[config.mk]
export PLATFORM = sky130hd
export DESIGN_NAME = sfrc_top
export DESIGN_NICKNAME = d
export VERILOG_FILES = /design/src/rtl/sfrc_pkg.sv /design/src/rtl/sfrc_top.sv
export SDC_FILE = /design/constraint.sdc
export NUM_CORES = 1
export LEC_CHECK = 0
export ABC_AREA = 1
export BUFFER_PORTS_ARGS = -buffer_cell sky130_fd_sc_hd__buf_4
export CORE_UTILIZATION = 30
export DETAILED_ROUTE_END_ITERATION = 10
export PLACE_DENSITY = 0.44
export SETUP_SLACK_MARGIN = 0.02
export SLEW_MARGIN = 20
export SYNTH_ARGS = -nofsm -noshare
export SYNTH_HDL_FRONTEND = slang
export SYNTH_SLANG_ARGS = --single-unit
[constraint.sdc]
create_clock -name i_clk -period 7.1 [get_ports i_clk]
set_input_delay 1.42 -clock i_clk [delete_from_list [all_inputs] [get_ports i_clk]]
set_output_delay 1.42 -clock i_clk [all_outputs]
set_load 0.02 [all_outputs]
[src/rtl/sfrc_pkg.sv]
// Purpose: Shared constants and carriers for the synthesizer function and resync control block
// Assumes: 32-bit serial words, control bits in the three low bits
// Notes:   All field positions and timing counts are named here once
package sfrc_pkg;
  // Register select codes in the three control bits
  localparam logic [2:0] SEL_INT_FRACTION = 3'h0;
  localparam logic [2:0] SEL_PHASE     = 3'h1;
  localparam logic [2:0] SEL_MOD_REF   = 3'h2;
  localparam logic [2:0] SEL_FUNCTION  = 3'h3;
  localparam logic [2:0] SEL_RESYNC    = 3'h4;
  // Function register bit positions
  localparam int FN_CNT_RESET_BIT  = 3;
  localparam int FN_CP_TRISTATE_BIT = 4;
  localparam int FN_POWER_DOWN_BIT = 5;
  localparam int FN_POLARITY_BIT   = 6;
  localparam int FN_LOCK_WIN_BIT   = 7;
  localparam int FN_RESEED_DIS_BIT = 14;
  // Modulus/reference register fields
  localparam int MR_SLIP_EN_BIT    = 28;
  localparam int MR_MOD_LSB        = 3;
  // Resync timer register fields
  localparam int RT_COUNT_LSB      = 7;
  localparam int RT_MODE_LSB       = 19;
  localparam logic [1:0] RT_MODE_RESYNC = 2'h2;
  // Field widths
  localparam int FIELD_W           = 12;
  localparam int WORD_W            = 32;
  // Reset values
  localparam logic [31:0] REG_RESET = 32'h0000_0000;
  // Lock detector timing
  localparam int LOCK_COUNT        = 40;
  localparam int CLK_PERIOD_NS     = 10;
  localparam int WIN_WIDE_NS       = 10;
  localparam int WIN_NARROW_NS     = 6;
  // Longest error allowed, rounded down, at least one cycle
  localparam int WIN_WIDE_CYC      = (WIN_WIDE_NS / CLK_PERIOD_NS) < 1 ? 1 : (WIN_WIDE_NS / CLK_PERIOD_NS);
  localparam int WIN_NARROW_CYC    = (WIN_NARROW_NS / CLK_PERIOD_NS) < 1 ? 1 : (WIN_NARROW_NS / CLK_PERIOD_NS);
  // Maximum extra charge pump cells
  localparam int MAX_CELLS         = 7;

  // Decoded function settings
  typedef struct packed {
    logic reseed_disable;
    logic lock_window_select;
    logic polarity;
    logic power_down;
    logic cp_tristate;
    logic counter_reset;
  } sfrc_func_s;

  // Slip cell controller states
  typedef enum logic [1:0] {
    SFRC_IDLE  = 2'b00,
    SFRC_RAMP  = 2'b01,
    SFRC_DRAIN = 2'b10
  } sfrc_slip_e;
endpackage

[src/rtl/sfrc_top.sv]
// What this block does
// [RQ1] Function bit 4 three-states the charge pump
// [RQ2] Function bit 5 enters or leaves power-down
// [RQ3] Power-down keeps every programmed register value
// [RQ4] Power-down loads counters, tristates, resets lock, debiases
// [RQ5] Shift register keeps accepting words while down
// [RQ6] Host sets polarity bit to match VCO
// [RQ7] Window select 0: 40 cycles within 10 ns
// [RQ8] Window select 1: 40 cycles within 6 ns; code rounds this up to one 10 ns cycle, same as select 0
// [RQ9] Bit 14 low: reseed modulator on word 0
// [RQ10] Control bits 1,0,0 load resync timer register
// [RQ11] 12-bit count sets resync event spacing
// [RQ12] Host sets mode 1,0 for resync, else 0
// [RQ13] Host writes zero into reserved bits
// [RQ14] Host programs registers in documented power-up order
// [RQ15] Host keeps comparison rate at most 32 MHz
// [RQ16] Divide-by-two stage gives 50% comparison clock
// [RQ17] Fractional modulus accepted over full 12 bits
// [RQ18] Each imminent slip adds one extra cell
// [RQ19] Never more than seven extra cells
// [RQ20] After overshoot, remove cells one by one
// [RQ21] Modulus/reference bit 28 enables slip reduction
// [RQ22] Control bits 0,1,1 load function register
// [RQ23] Function bit 3 holds counters in reset
// [RQ24] Shift on serial clock rise, transfer on strobe
// [RQ25] Out-of-window cycle restarts count, drops lock
// [RQ26] Cells cleared when disabled or powered down
// Purpose: Serial register capture, function decode, lock detect, resync timer, slip cells
// Assumes: Serial pins and comparator events are synchronous to i_clk
// Notes:   Function, resync and modulus/reference registers drive logic; words for the other select codes are not stored
`timescale 1ns/1ps
module sfrc_top #(
  parameter int WORD_W = sfrc_pkg::WORD_W,
  parameter int CELLS  = sfrc_pkg::MAX_CELLS
) (
  input  wire logic        i_clk,
  input  wire logic        i_rstn,
  input  wire logic        i_sclk,          // Serial clock pin
  input  wire logic        i_sdata,         // Serial data pin
  input  wire logic        i_transfer_strobe, // Latch strobe pin
  input  wire logic        i_cmp_event,     // One pulse per comparison cycle
  input  wire logic [7:0]  i_phase_err_cyc, // Phase error width of that cycle, in clocks
  input  wire logic        i_ref_div2_en,   // Reference divide-by-two enabled
  input  wire logic        i_div_ref_pulse, // Pulse per divided reference period
  input  wire logic        i_slip_imminent, // Slip detector pulse
  input  wire logic        i_overshoot,     // VCO passed target
  output logic             o_cp_tristate,
  output logic             o_power_down,
  output logic             o_counter_load,
  output logic             o_rf_debias,
  output logic             o_polarity,
  output logic             o_lock,
  output logic             o_mod_reseed,
  output logic             o_sync_pulse,
  output logic             o_cmp_clk,
  output logic [2:0]       o_extra_cells,
  output logic [11:0]      o_fractional_modulus
);

  // Serial shift register and its edge tracking
  logic [WORD_W-1:0] shift_r;
  logic              sclk_d_r;              // Previous serial clock level
  logic              strobe_d_r;            // Previous strobe level
  // Captured register images; contents survive power-down
  logic [WORD_W-1:0] func_r;
  logic [WORD_W-1:0] resync_r;
  logic [WORD_W-1:0] modref_r;
  logic              sclk_rise;
  logic              strobe_rise;
  sfrc_pkg::sfrc_func_s fn;

  assign sclk_rise   = i_sclk & ~sclk_d_r;
  assign strobe_rise = i_transfer_strobe & ~strobe_d_r;

  // Decode the function word into named controls
  always_comb begin
    fn.counter_reset      = func_r[sfrc_pkg::FN_CNT_RESET_BIT];
    fn.cp_tristate        = func_r[sfrc_pkg::FN_CP_TRISTATE_BIT];
    fn.power_down         = func_r[sfrc_pkg::FN_POWER_DOWN_BIT];
    fn.polarity           = func_r[sfrc_pkg::FN_POLARITY_BIT];
    fn.lock_window_select = func_r[sfrc_pkg::FN_LOCK_WIN_BIT];
    fn.reseed_disable     = func_r[sfrc_pkg::FN_RESEED_DIS_BIT];
  end

  // Edge history of the serial pins
  always_ff @(posedge i_clk or negedge i_rstn) begin
    if (!i_rstn) begin
      sclk_d_r   <= 1'b0;
      strobe_d_r <= 1'b0;
    end else begin
      sclk_d_r   <= i_sclk;
      strobe_d_r <= i_transfer_strobe;
    end
  end

  // Shift in on each serial clock rise; never gated by power-down
  always_ff @(posedge i_clk or negedge i_rstn) begin
    if (!i_rstn) begin
      shift_r <= sfrc_pkg::REG_RESET;
    end else if (sclk_rise) begin // RQ24 RQ5
      shift_r <= {shift_r[WORD_W-2:0], i_sdata};
    end
  end

  // Transfer to the addressed register on strobe rise
  always_ff @(posedge i_clk or negedge i_rstn) begin
    if (!i_rstn) begin
      func_r   <= sfrc_pkg::REG_RESET;
      resync_r <= sfrc_pkg::REG_RESET;
      modref_r <= sfrc_pkg::REG_RESET;
    end else if (strobe_rise) begin // RQ24 RQ5 RQ3
      case (shift_r[2:0])
        sfrc_pkg::SEL_FUNCTION: begin
          func_r <= shift_r; // RQ22
        end
        sfrc_pkg::SEL_RESYNC: begin
          resync_r <= shift_r; // RQ10
        end
        sfrc_pkg::SEL_MOD_REF: begin
          modref_r <= shift_r; // RQ21
        end
        default: begin
          // Other registers live outside this block
        end
      endcase
    end
  end

  // Full 12-bit modulus as programmed
  always_ff @(posedge i_clk or negedge i_rstn) begin
    if (!i_rstn) begin
      o_fractional_modulus <= 12'h000;
    end else begin
      o_fractional_modulus <= modref_r[sfrc_pkg::MR_MOD_LSB +: sfrc_pkg::FIELD_W]; // RQ17
    end
  end

  // Power-down and charge pump controls
  always_ff @(posedge i_clk or negedge i_rstn) begin
    if (!i_rstn) begin
      o_power_down   <= 1'b0;
      o_cp_tristate  <= 1'b0;
      o_counter_load <= 1'b0;
      o_rf_debias    <= 1'b0;
      o_polarity     <= 1'b0;
    end else begin
      o_power_down   <= fn.power_down; // RQ2
      o_cp_tristate  <= fn.cp_tristate | fn.power_down; // RQ1 RQ4
      o_counter_load <= fn.counter_reset | fn.power_down; // RQ23 RQ4
      o_rf_debias    <= fn.power_down; // RQ4
      o_polarity     <= fn.polarity;
    end
  end

  // Reseed pulse on each word to register 0 unless disabled
  always_ff @(posedge i_clk or negedge i_rstn) begin
    if (!i_rstn) begin
      o_mod_reseed <= 1'b0;
    end else begin
      o_mod_reseed <= strobe_rise && (shift_r[2:0] == sfrc_pkg::SEL_INT_FRACTION) && !fn.reseed_disable; // RQ9
    end
  end

  // Lock detector: count consecutive in-window comparison cycles
  logic [5:0] lock_cnt_r;
  logic [7:0] win_cyc;
  logic       in_win;
  assign win_cyc = fn.lock_window_select ? 8'(sfrc_pkg::WIN_NARROW_CYC) : 8'(sfrc_pkg::WIN_WIDE_CYC);
  assign in_win  = (i_phase_err_cyc <= win_cyc); // RQ7 RQ8

  always_ff @(posedge i_clk or negedge i_rstn) begin
    if (!i_rstn) begin
      lock_cnt_r <= 6'h00;
      o_lock     <= 1'b0;
    end else if (fn.power_down) begin // RQ4
      lock_cnt_r <= 6'h00;
      o_lock     <= 1'b0;
    end else if (i_cmp_event) begin
      if (!in_win) begin // RQ25
        lock_cnt_r <= 6'h00;
        o_lock     <= 1'b0;
      end else if (lock_cnt_r == 6'(sfrc_pkg::LOCK_COUNT - 1)) begin // RQ7 RQ8
        o_lock <= 1'b1;
      end else begin
        lock_cnt_r <= lock_cnt_r + 6'h01;
      end
    end
  end

  // Resync timer: sync event every count x modulus comparison cycles
  logic [11:0] rt_div_r;
  logic [11:0] rt_mod_r;
  logic        rt_active;
  assign rt_active = (resync_r[sfrc_pkg::RT_MODE_LSB +: 2] == sfrc_pkg::RT_MODE_RESYNC) && !fn.power_down;

  always_ff @(posedge i_clk or negedge i_rstn) begin
    if (!i_rstn) begin
      rt_div_r     <= 12'h000;
      rt_mod_r     <= 12'h000;
      o_sync_pulse <= 1'b0;
    end else begin
      o_sync_pulse <= 1'b0;
      if (!rt_active || strobe_rise) begin
        rt_div_r <= 12'h000;
        rt_mod_r <= 12'h000;
      end else if (i_cmp_event) begin
        if (rt_mod_r + 12'h001 >= o_fractional_modulus) begin
          rt_mod_r <= 12'h000;
          if (rt_div_r + 12'h001 >= resync_r[sfrc_pkg::RT_COUNT_LSB +: sfrc_pkg::FIELD_W]) begin // RQ11
            rt_div_r     <= 12'h000;
            o_sync_pulse <= 1'b1;
          end else begin
            rt_div_r <= rt_div_r + 12'h001;
          end
        end else begin
          rt_mod_r <= rt_mod_r + 12'h001;
        end
      end
    end
  end

  // Divide-by-two comparison clock, toggles per divided period
  always_ff @(posedge i_clk or negedge i_rstn) begin
    if (!i_rstn) begin
      o_cmp_clk <= 1'b0;
    end else if (!i_ref_div2_en) begin
      o_cmp_clk <= i_div_ref_pulse;
    end else if (i_div_ref_pulse) begin
      o_cmp_clk <= ~o_cmp_clk; // RQ16
    end
  end

  // Slip reduction cell counter
  sfrc_pkg::sfrc_slip_e slip_st_r;
  logic slip_en;
  assign slip_en = modref_r[sfrc_pkg::MR_SLIP_EN_BIT] && !fn.power_down; // RQ21

  always_ff @(posedge i_clk or negedge i_rstn) begin
    if (!i_rstn) begin
      slip_st_r     <= sfrc_pkg::SFRC_IDLE;
      o_extra_cells <= 3'h0;
    end else if (!slip_en) begin // RQ26
      slip_st_r     <= sfrc_pkg::SFRC_IDLE;
      o_extra_cells <= 3'h0;
    end else begin
      case (slip_st_r)
        sfrc_pkg::SFRC_IDLE, sfrc_pkg::SFRC_RAMP: begin
          if (i_overshoot && o_extra_cells != 3'h0) begin // RQ20
            slip_st_r <= sfrc_pkg::SFRC_DRAIN;
          end else if (i_slip_imminent && o_extra_cells != 3'(CELLS)) begin // RQ18 RQ19
            slip_st_r     <= sfrc_pkg::SFRC_RAMP;
            o_extra_cells <= o_extra_cells + 3'h1;
          end
        end
        sfrc_pkg::SFRC_DRAIN: begin
          if (o_extra_cells == 3'h0) begin
            slip_st_r <= sfrc_pkg::SFRC_IDLE;
          end else begin
            o_extra_cells <= o_extra_cells - 3'h1; // RQ20
          end
        end
        default: begin
          slip_st_r <= sfrc_pkg::SFRC_IDLE;
        end
      endcase
    end
  end

  // Checks beside the logic
  chk_tristate_follow: assert property (@(posedge i_clk) disable iff (!i_rstn) // RQ1
    (fn.cp_tristate || fn.power_down) |=> o_cp_tristate) else $error("charge pump not three-stated");
  chk_pd_effects: assert property (@(posedge i_clk) disable iff (!i_rstn) // RQ4
    $rose(o_power_down) |-> (o_counter_load && o_rf_debias && o_cp_tristate && !o_lock))
    else $error("power-down effects missing");
  chk_func_latch: assert property (@(posedge i_clk) disable iff (!i_rstn) // RQ22
    (strobe_rise && shift_r[2:0] == 3'h3) |=> (func_r == $past(shift_r))) else $error("function word not latched");
  chk_resync_latch: assert property (@(posedge i_clk) disable iff (!i_rstn) // RQ10
    (strobe_rise && shift_r[2:0] == 3'h4) |=> (resync_r == $past(shift_r))) else $error("resync word not latched");
  chk_lock_count: assert property (@(posedge i_clk) disable iff (!i_rstn) // RQ7
    $rose(o_lock) |-> (lock_cnt_r == 6'd39)) else $error("lock set at wrong count");
  chk_lock_drop: assert property (@(posedge i_clk) disable iff (!i_rstn) // RQ25
    (i_cmp_event && !in_win) |=> (!o_lock && lock_cnt_r == 6'h00)) else $error("lock kept after bad cycle");
  // Saturation: a full ramp must hold at seven, never wrap to zero
  chk_cells_max: assert property (@(posedge i_clk) disable iff (!i_rstn) // RQ19
    (slip_en && o_extra_cells == 3'h7 && slip_st_r != sfrc_pkg::SFRC_DRAIN) |=> (o_extra_cells == 3'h7))
    else $error("extra cells went past seven");
  chk_cells_clear: assert property (@(posedge i_clk) disable iff (!i_rstn) // RQ26
    !slip_en |=> (o_extra_cells == 3'h0)) else $error("cells not cleared");
  chk_reseed_pulse: assert property (@(posedge i_clk) disable iff (!i_rstn) // RQ9
    (strobe_rise && shift_r[2:0] == 3'h0 && fn.reseed_disable) |=> !o_mod_reseed)
    else $error("reseed despite disable");
  chk_shift_pd: assert property (@(posedge i_clk) disable iff (!i_rstn) // RQ5
    (sclk_rise && fn.power_down) |=> (shift_r[0] == $past(i_sdata))) else $error("shift stalled in power-down");

endmodule // sfrc_top

# Word level (Yosys, flattened, before mapping)
# Index checks and enable logic that the tools add are counted.
dict set report totals {
  ff_bits 151
  output_inout_bits 24
  word_cells 109
}
dict set report op_classes {
  add_sub_neg 5
  order_cmp 3
  eq_ne 17
  muxes 31
  n_bitwise 7
  n_reduce_logical 26
}
# cell n
set ops {}
lappend ops {{$mux 12} 7}
lappend ops {{$add 12x1->12 const B} 2}
lappend ops {{$ge 12x12->1} 2}
lappend ops {{$mux 6} 4}
lappend ops {{$ne 3x3->1 const B} 6}
lappend ops {{$reduce_and 2->1} 7}
lappend ops {{$mux 3} 4}
lappend ops {{$mux 1} 10}
lappend ops {{$le 8x1->1 const B} 1}
lappend ops {{$mux 2} 4}
lappend ops {{$add 6x1->6 const B} 1}
lappend ops {{$eq 3x2->1 const B} 2}
lappend ops {{$eq 6x6->1 const B} 1}
lappend ops {{$logic_and 1x1->1} 6}
lappend ops {{$logic_not 3->1} 2}
lappend ops {{$pmux 3 s2} 1}
lappend ops {{$reduce_bool 2->1} 3}
lappend ops {{$eq 2x2->1 const B} 2}
lappend ops {{$ne 4x4->1 const B} 1}
lappend ops {{$pmux 2 s2} 1}
lappend ops {{$reduce_and 4->1} 1}
lappend ops {{$add 3x1->3 const B} 1}
lappend ops {{$eq 3x3->1 const B} 1}
lappend ops {{$logic_not 1->1} 3}
lappend ops {{12 further kinds} 16}

# Depth between registers and ports, before layout
dict set report logic_depth {
  word_depth 6
  ltp_mapped 20
  depth_no_buf 19
}

# Least setup slack after synthesis
# OpenSTA, ideal clock, no wires.
dict set report synth_timing {
  path_type {input-to-reg}
  startpoint {input i_transfer_strobe}
  endpoint {register rt_div_r[3]}
  arrival_time_ns 2.251
  t_required_ns 6.984
  slack_ns 4.733
  path_stages 10
  path_buffers 1
  path_cell_list {inv_1 > nor2_4 > inv_1 > nand2_1 > clkinv_2 > nand3_4 > nand2_2 > buf_6 > nand2_1 > nand2_1}
}
dict set report synth_via {
  elab_chain_cells 4
  word_cells_on_any_way 6
  cone_classes {mux (1); bitwise (1); reduce/logical (4)}
}
# item line
set synth_rtl {}
lappend synth_rtl {{start: declaration} sfrc_top.sv:40} ;# input wire logic i_transfer_strobe,
lappend synth_rtl {{$and 1x1->1 *} sfrc_top.sv:73} ;# assign strobe_rise = i_transfer_strobe & ~strobe_d_r;
lappend synth_rtl {{$logic_or 1x1->1 *} sfrc_top.sv:203} ;# if (!rt_active || strobe_rise) begin
lappend synth_rtl {{$reduce_bool 2->1 (no line)} -}
lappend synth_rtl {{$reduce_and 2->1 (no line)} -}
lappend synth_rtl {{end signal: assignment} sfrc_top.sv:213} ;# rt_div_r <= rt_div_r + 12'h001;
lappend synth_rtl {{end: declaration} sfrc_top.sv:191} ;# logic [11:0] rt_div_r;
# Every way passes the cells marked *; elsewhere a longest branch is shown, timed or not.
# A chain may end at the register's enable or synchronous reset.

# Final worst setup path
dict set report layout_timing {
  startpoint {register rt_mod_r[0]}
  endpoint {register rt_div_r[7]}
}
dict set report layout_via {
  elab_chain_cells 4
}
# item line
set layout_rtl {}
lappend layout_rtl {{start: declaration} sfrc_top.sv:192} ;# logic [11:0] rt_mod_r;
lappend layout_rtl {{start signal: assignment} sfrc_top.sv:216} ;# rt_mod_r <= rt_mod_r + 12'h001;
lappend layout_rtl {{$add 12x1->12} sfrc_top.sv:207} ;# if (rt_mod_r + 12'h001 >= o_fractional_modulus) begin
lappend layout_rtl {{$ge 12x12->1} sfrc_top.sv:207}
lappend layout_rtl {{$reduce_bool 2->1 (no line)} -}
lappend layout_rtl {{$reduce_and 2->1 (no line)} -}
# Every way passes these cells.

==> summary.md <==
| Metric | Value |
|---|---|
| Clock Sinks | `118` |
| Share of cells above drive strength 1 | `0.138` |
| Setup Fix Bufs, Post-CTS | `0` |
| Period utilisation layout | `0.386` |
| WS Path Type | `reg2reg` |
| Filler instances | `1953` |
| Gp weighted congestion | `0.826` |
| TritonRoute pass-1 iters | `4` |
| Max FO, Critical Path | `12` |
| Dpl cells | `952` |
| Synth Warn # | `0` |
| Top cells by area, synth | `dfrtp_1 (51%), nand2_1 (14%), inv_1 (7.0%)` |
| Standard-cell rows | `50` |
| Cell area after synthesis | `0.00575 sq mm` |
| Class of the worst hold path | `reg2reg` |
| Initial antenna violation count | `0` |
| Synth top area share | `0.513` |
| Pwr Density | `282 mW/mm^2` |
| Mean Syn Cell Area | `8.34 sq um` |
| Most frequent cells after synthesis | `nand2_1 (209), dfrtp_1 (118), inv_1 (108)` |
| Maximum VDD drop | `0.189 mV` |
| TritonCTS clock tree | `done` |
| Max_cap viols | `0` |
| Post-detail-place hpwl | `8140 microns` |
| Largest net degree at the start of global routing | `61` |
| Sequential share of the synthesized area | `0.513` |
| Setup Viol. Count Final | `0` |
| Fin. Hold Viols | `0` |
| Syn Nets | `736` |
| DR vias | `4305` |
| Ant diodes | `0` |
| Via density | `4.38` |
| Cells after synthesis | `690` |
| Prevailing post-synth register cell | `dfrtp_1` |
| CTS Buffer Depth | `2` |
| Slew @ Worst Pin | `770 ps` |
| Critical Path RT | `7400 ps` |
| Global-route wire length before repair | `20200 microns` |
| Gr usage total | `0.130` |
| Ports | `42` |
| GRT Residual Overflow | `0` |
| H-tree Lvls | `4` |
| Post-CTS sizing | `0` |
| Status | `finished clean` |
| Max Clock Freq | `365 MHz` |
| Async set-reset flop share out of synthesis | `1.00` |
| Slew Viols, Final | `0` |
| Fin Setup TNS | `0 ps` |
| Drt drc | `0` |
| Post-CTS Hold Fix Bufs | `0` |
| WL/cell | `11.8 microns` |
| Vias in the first global route | `4293` |
| Seq cells post-synth | `118` |
| Dominant cell type by area after synthesis | `dfrtp_1` |
| Initial DRC Count | `161` |
| CTS Buf Count | `17` |
| # port buffers | `40` |
| CTS root buf | `clkbuf_16` |
| Static leakage | `0.00347 uW` |
| Die height | `140 microns` |
| DIE AREA | `0.0197 sq mm` |
| CTS clk-pin slew, worst paths | `60 ps` |
| Drt total wl | `11600 microns` |
| Layout Nets | `783` |
| Fin cells | `983` |
| Most frequent cell after synthesis | `nand2_1` |
| Critical Path Start Type | `flip-flop` |
| Clk_lat worst skew | `410 ps` |
| Initial core utilization | `0.307` |
| RSZ-0062 raised after global routing | `no` |
| Core box area | `0.0188 sq mm` |
| Synth unique cells | `33` |
| Crit path arrival time | `3040 ps` |
| Setup Skew | `9.46 ps` |
| Max-slew headroom | `0.487` |
| Nature of the critical path endpoint | `flip-flop` |
| Final ANT Viol Nets | `0` |
| Final worst path period need | `2740 ps` |
| Layout area overhead | `18.7%` |
| Post-synth EDFFs | `0` |
| Die width | `140 microns` |
==> critical path: stages, from the launching register on <==
cell and delay [ps]:
dfrtp_1 410, ha_1 190, nand2_1 70, nor2_1 170, nand2_1 130, nor2_1 130
xor2_1 250, ha_1 280, nand2_1 90, nor2_2 50, nand2_1 90, nor2_1 60
nor2_2 160, nand2_1 70, nand2_1 110, nand2_2 190, nand2_1 110, nand2_1 60
==> final timing paths <==
check                             start                      end  slack, ps  cells after the start
setup reg to reg            rt_mod_r[0]              rt_div_r[7]       4360                     17
max in group asynchronous        i_rstn              rt_div_r[5]       4740                      2
hold reg to reg            modref_r[10]  o_fractional_modulus[7]        380                      0
min in group asynchronous        i_rstn              rt_mod_r[9]       1070                      1
hold / removal             modref_r[10]  o_fractional_modulus[7]        380                      0
setup / recovery            rt_mod_r[0]              rt_div_r[7]       4360                     17
==> layer usage <==
metal  track usage  vias to the layer above  part of all wire
li1              -                     2240                 -
met1         0.165                     1995              0.48
met2         0.211                       58              0.47
met3        0.0308                       12             0.035
met4        0.0572                        0             0.015
met5             0                        -                 0
==> metrics by stage <==
step                hold WS [ps]  utilization  setup WS [ps]  total power, uW  instance area, sq um
floorplan                    354            -           4730             1020                  5750
global placement             361        0.335           3990             1140                  6280
detailed placement           368        0.335           3970             1150                  6280
CTS                          380        0.364           4310             1960                  6830
global route                 390        0.364           4020             2040                  6830
finish                       377        0.364           4360             1930                  6830
==> cells by family (layout without fill, tap and decap cells) <==
| family | Yosys count | after routing | synth area share |
|---|---|---|---|
| AND/OR/NAND/NOR | 312 | 312 | 0.228 |
| AO/OA/AOI/OAI | 88 | 88 | 0.0781 |
| multiplexers | 6 | 6 | 0.0117 |
| adder cells (fa/ha/maj) | 28 | 28 | 0.0622 |
| XOR/XNOR | 12 | 12 | 0.0196 |
| flip-flops | 118 | 118 | 0.513 |
| buffers and inverters | 126 | 185 | 0.0870 |
==> sequential cells by signal (all words and copies together) (netlist names), 2 cells and up <==
| name | cells |
|---|---|
| func_r | 5 |
| lock_cnt_r | 6 |
| modref_r | 13 |
| o_extra_cells | 3 |
| o_fractional_modulus | 12 |
| resync_r | 14 |
| rt_div_r | 12 |
| rt_mod_r | 12 |
| shift_r | 29 |
| slip_st_r | 2 |
==> report_power, final <==
part / switching, uW / total (uW) / internal (uW)
clock: 308 / 796 / 488
combinational: 192 / 309 / 118
sequential: 58.0 / 819 / 761
total: 558 / 1930 / 1370
==> cells in the final DEF, fill, tap and decap left out, drive strengths merged <==
| cell | netlist | layout |
|---|---|---|
| o211ai | 1 | 1 |
| ha | 27 | 27 |
| nor2 | 59 | 59 |
| fa | 1 | 1 |
| o21bai | 1 | 1 |
| o22ai | 3 | 3 |
| inv | 111 | 112 |
| o21ai | 66 | 66 |
| buf | 7 | 42 |
| a21oi | 17 | 17 |
| dfrtp | 118 | 118 |
| bufinv | 0 | 1 |
| nand4 | 6 | 6 |
| xor2 | 8 | 8 |
| or2 | 3 | 3 |
| nand3 | 24 | 24 |
| nor3 | 6 | 6 |
| xnor2 | 4 | 4 |
| clkinv | 1 | 7 |
| and2 | 1 | 1 |
| clkbuf | 7 | 20 |
| nand2 | 213 | 213 |
| clkinvlp | 0 | 3 |
| mux2 | 6 | 6 |
==> final cells by class <==
type                    count  area [sq um]  share of cell area
well taps                 234           293              0.0428
clock inverters            11           103              0.0150
multi-input cells         446          2300               0.337
inverters                 112           422              0.0617
repair buffers             42           315              0.0461
flip-flops and latches    118          2950               0.432
clock buffers              20           447              0.0654
Power figures use the tool's default switching activity.
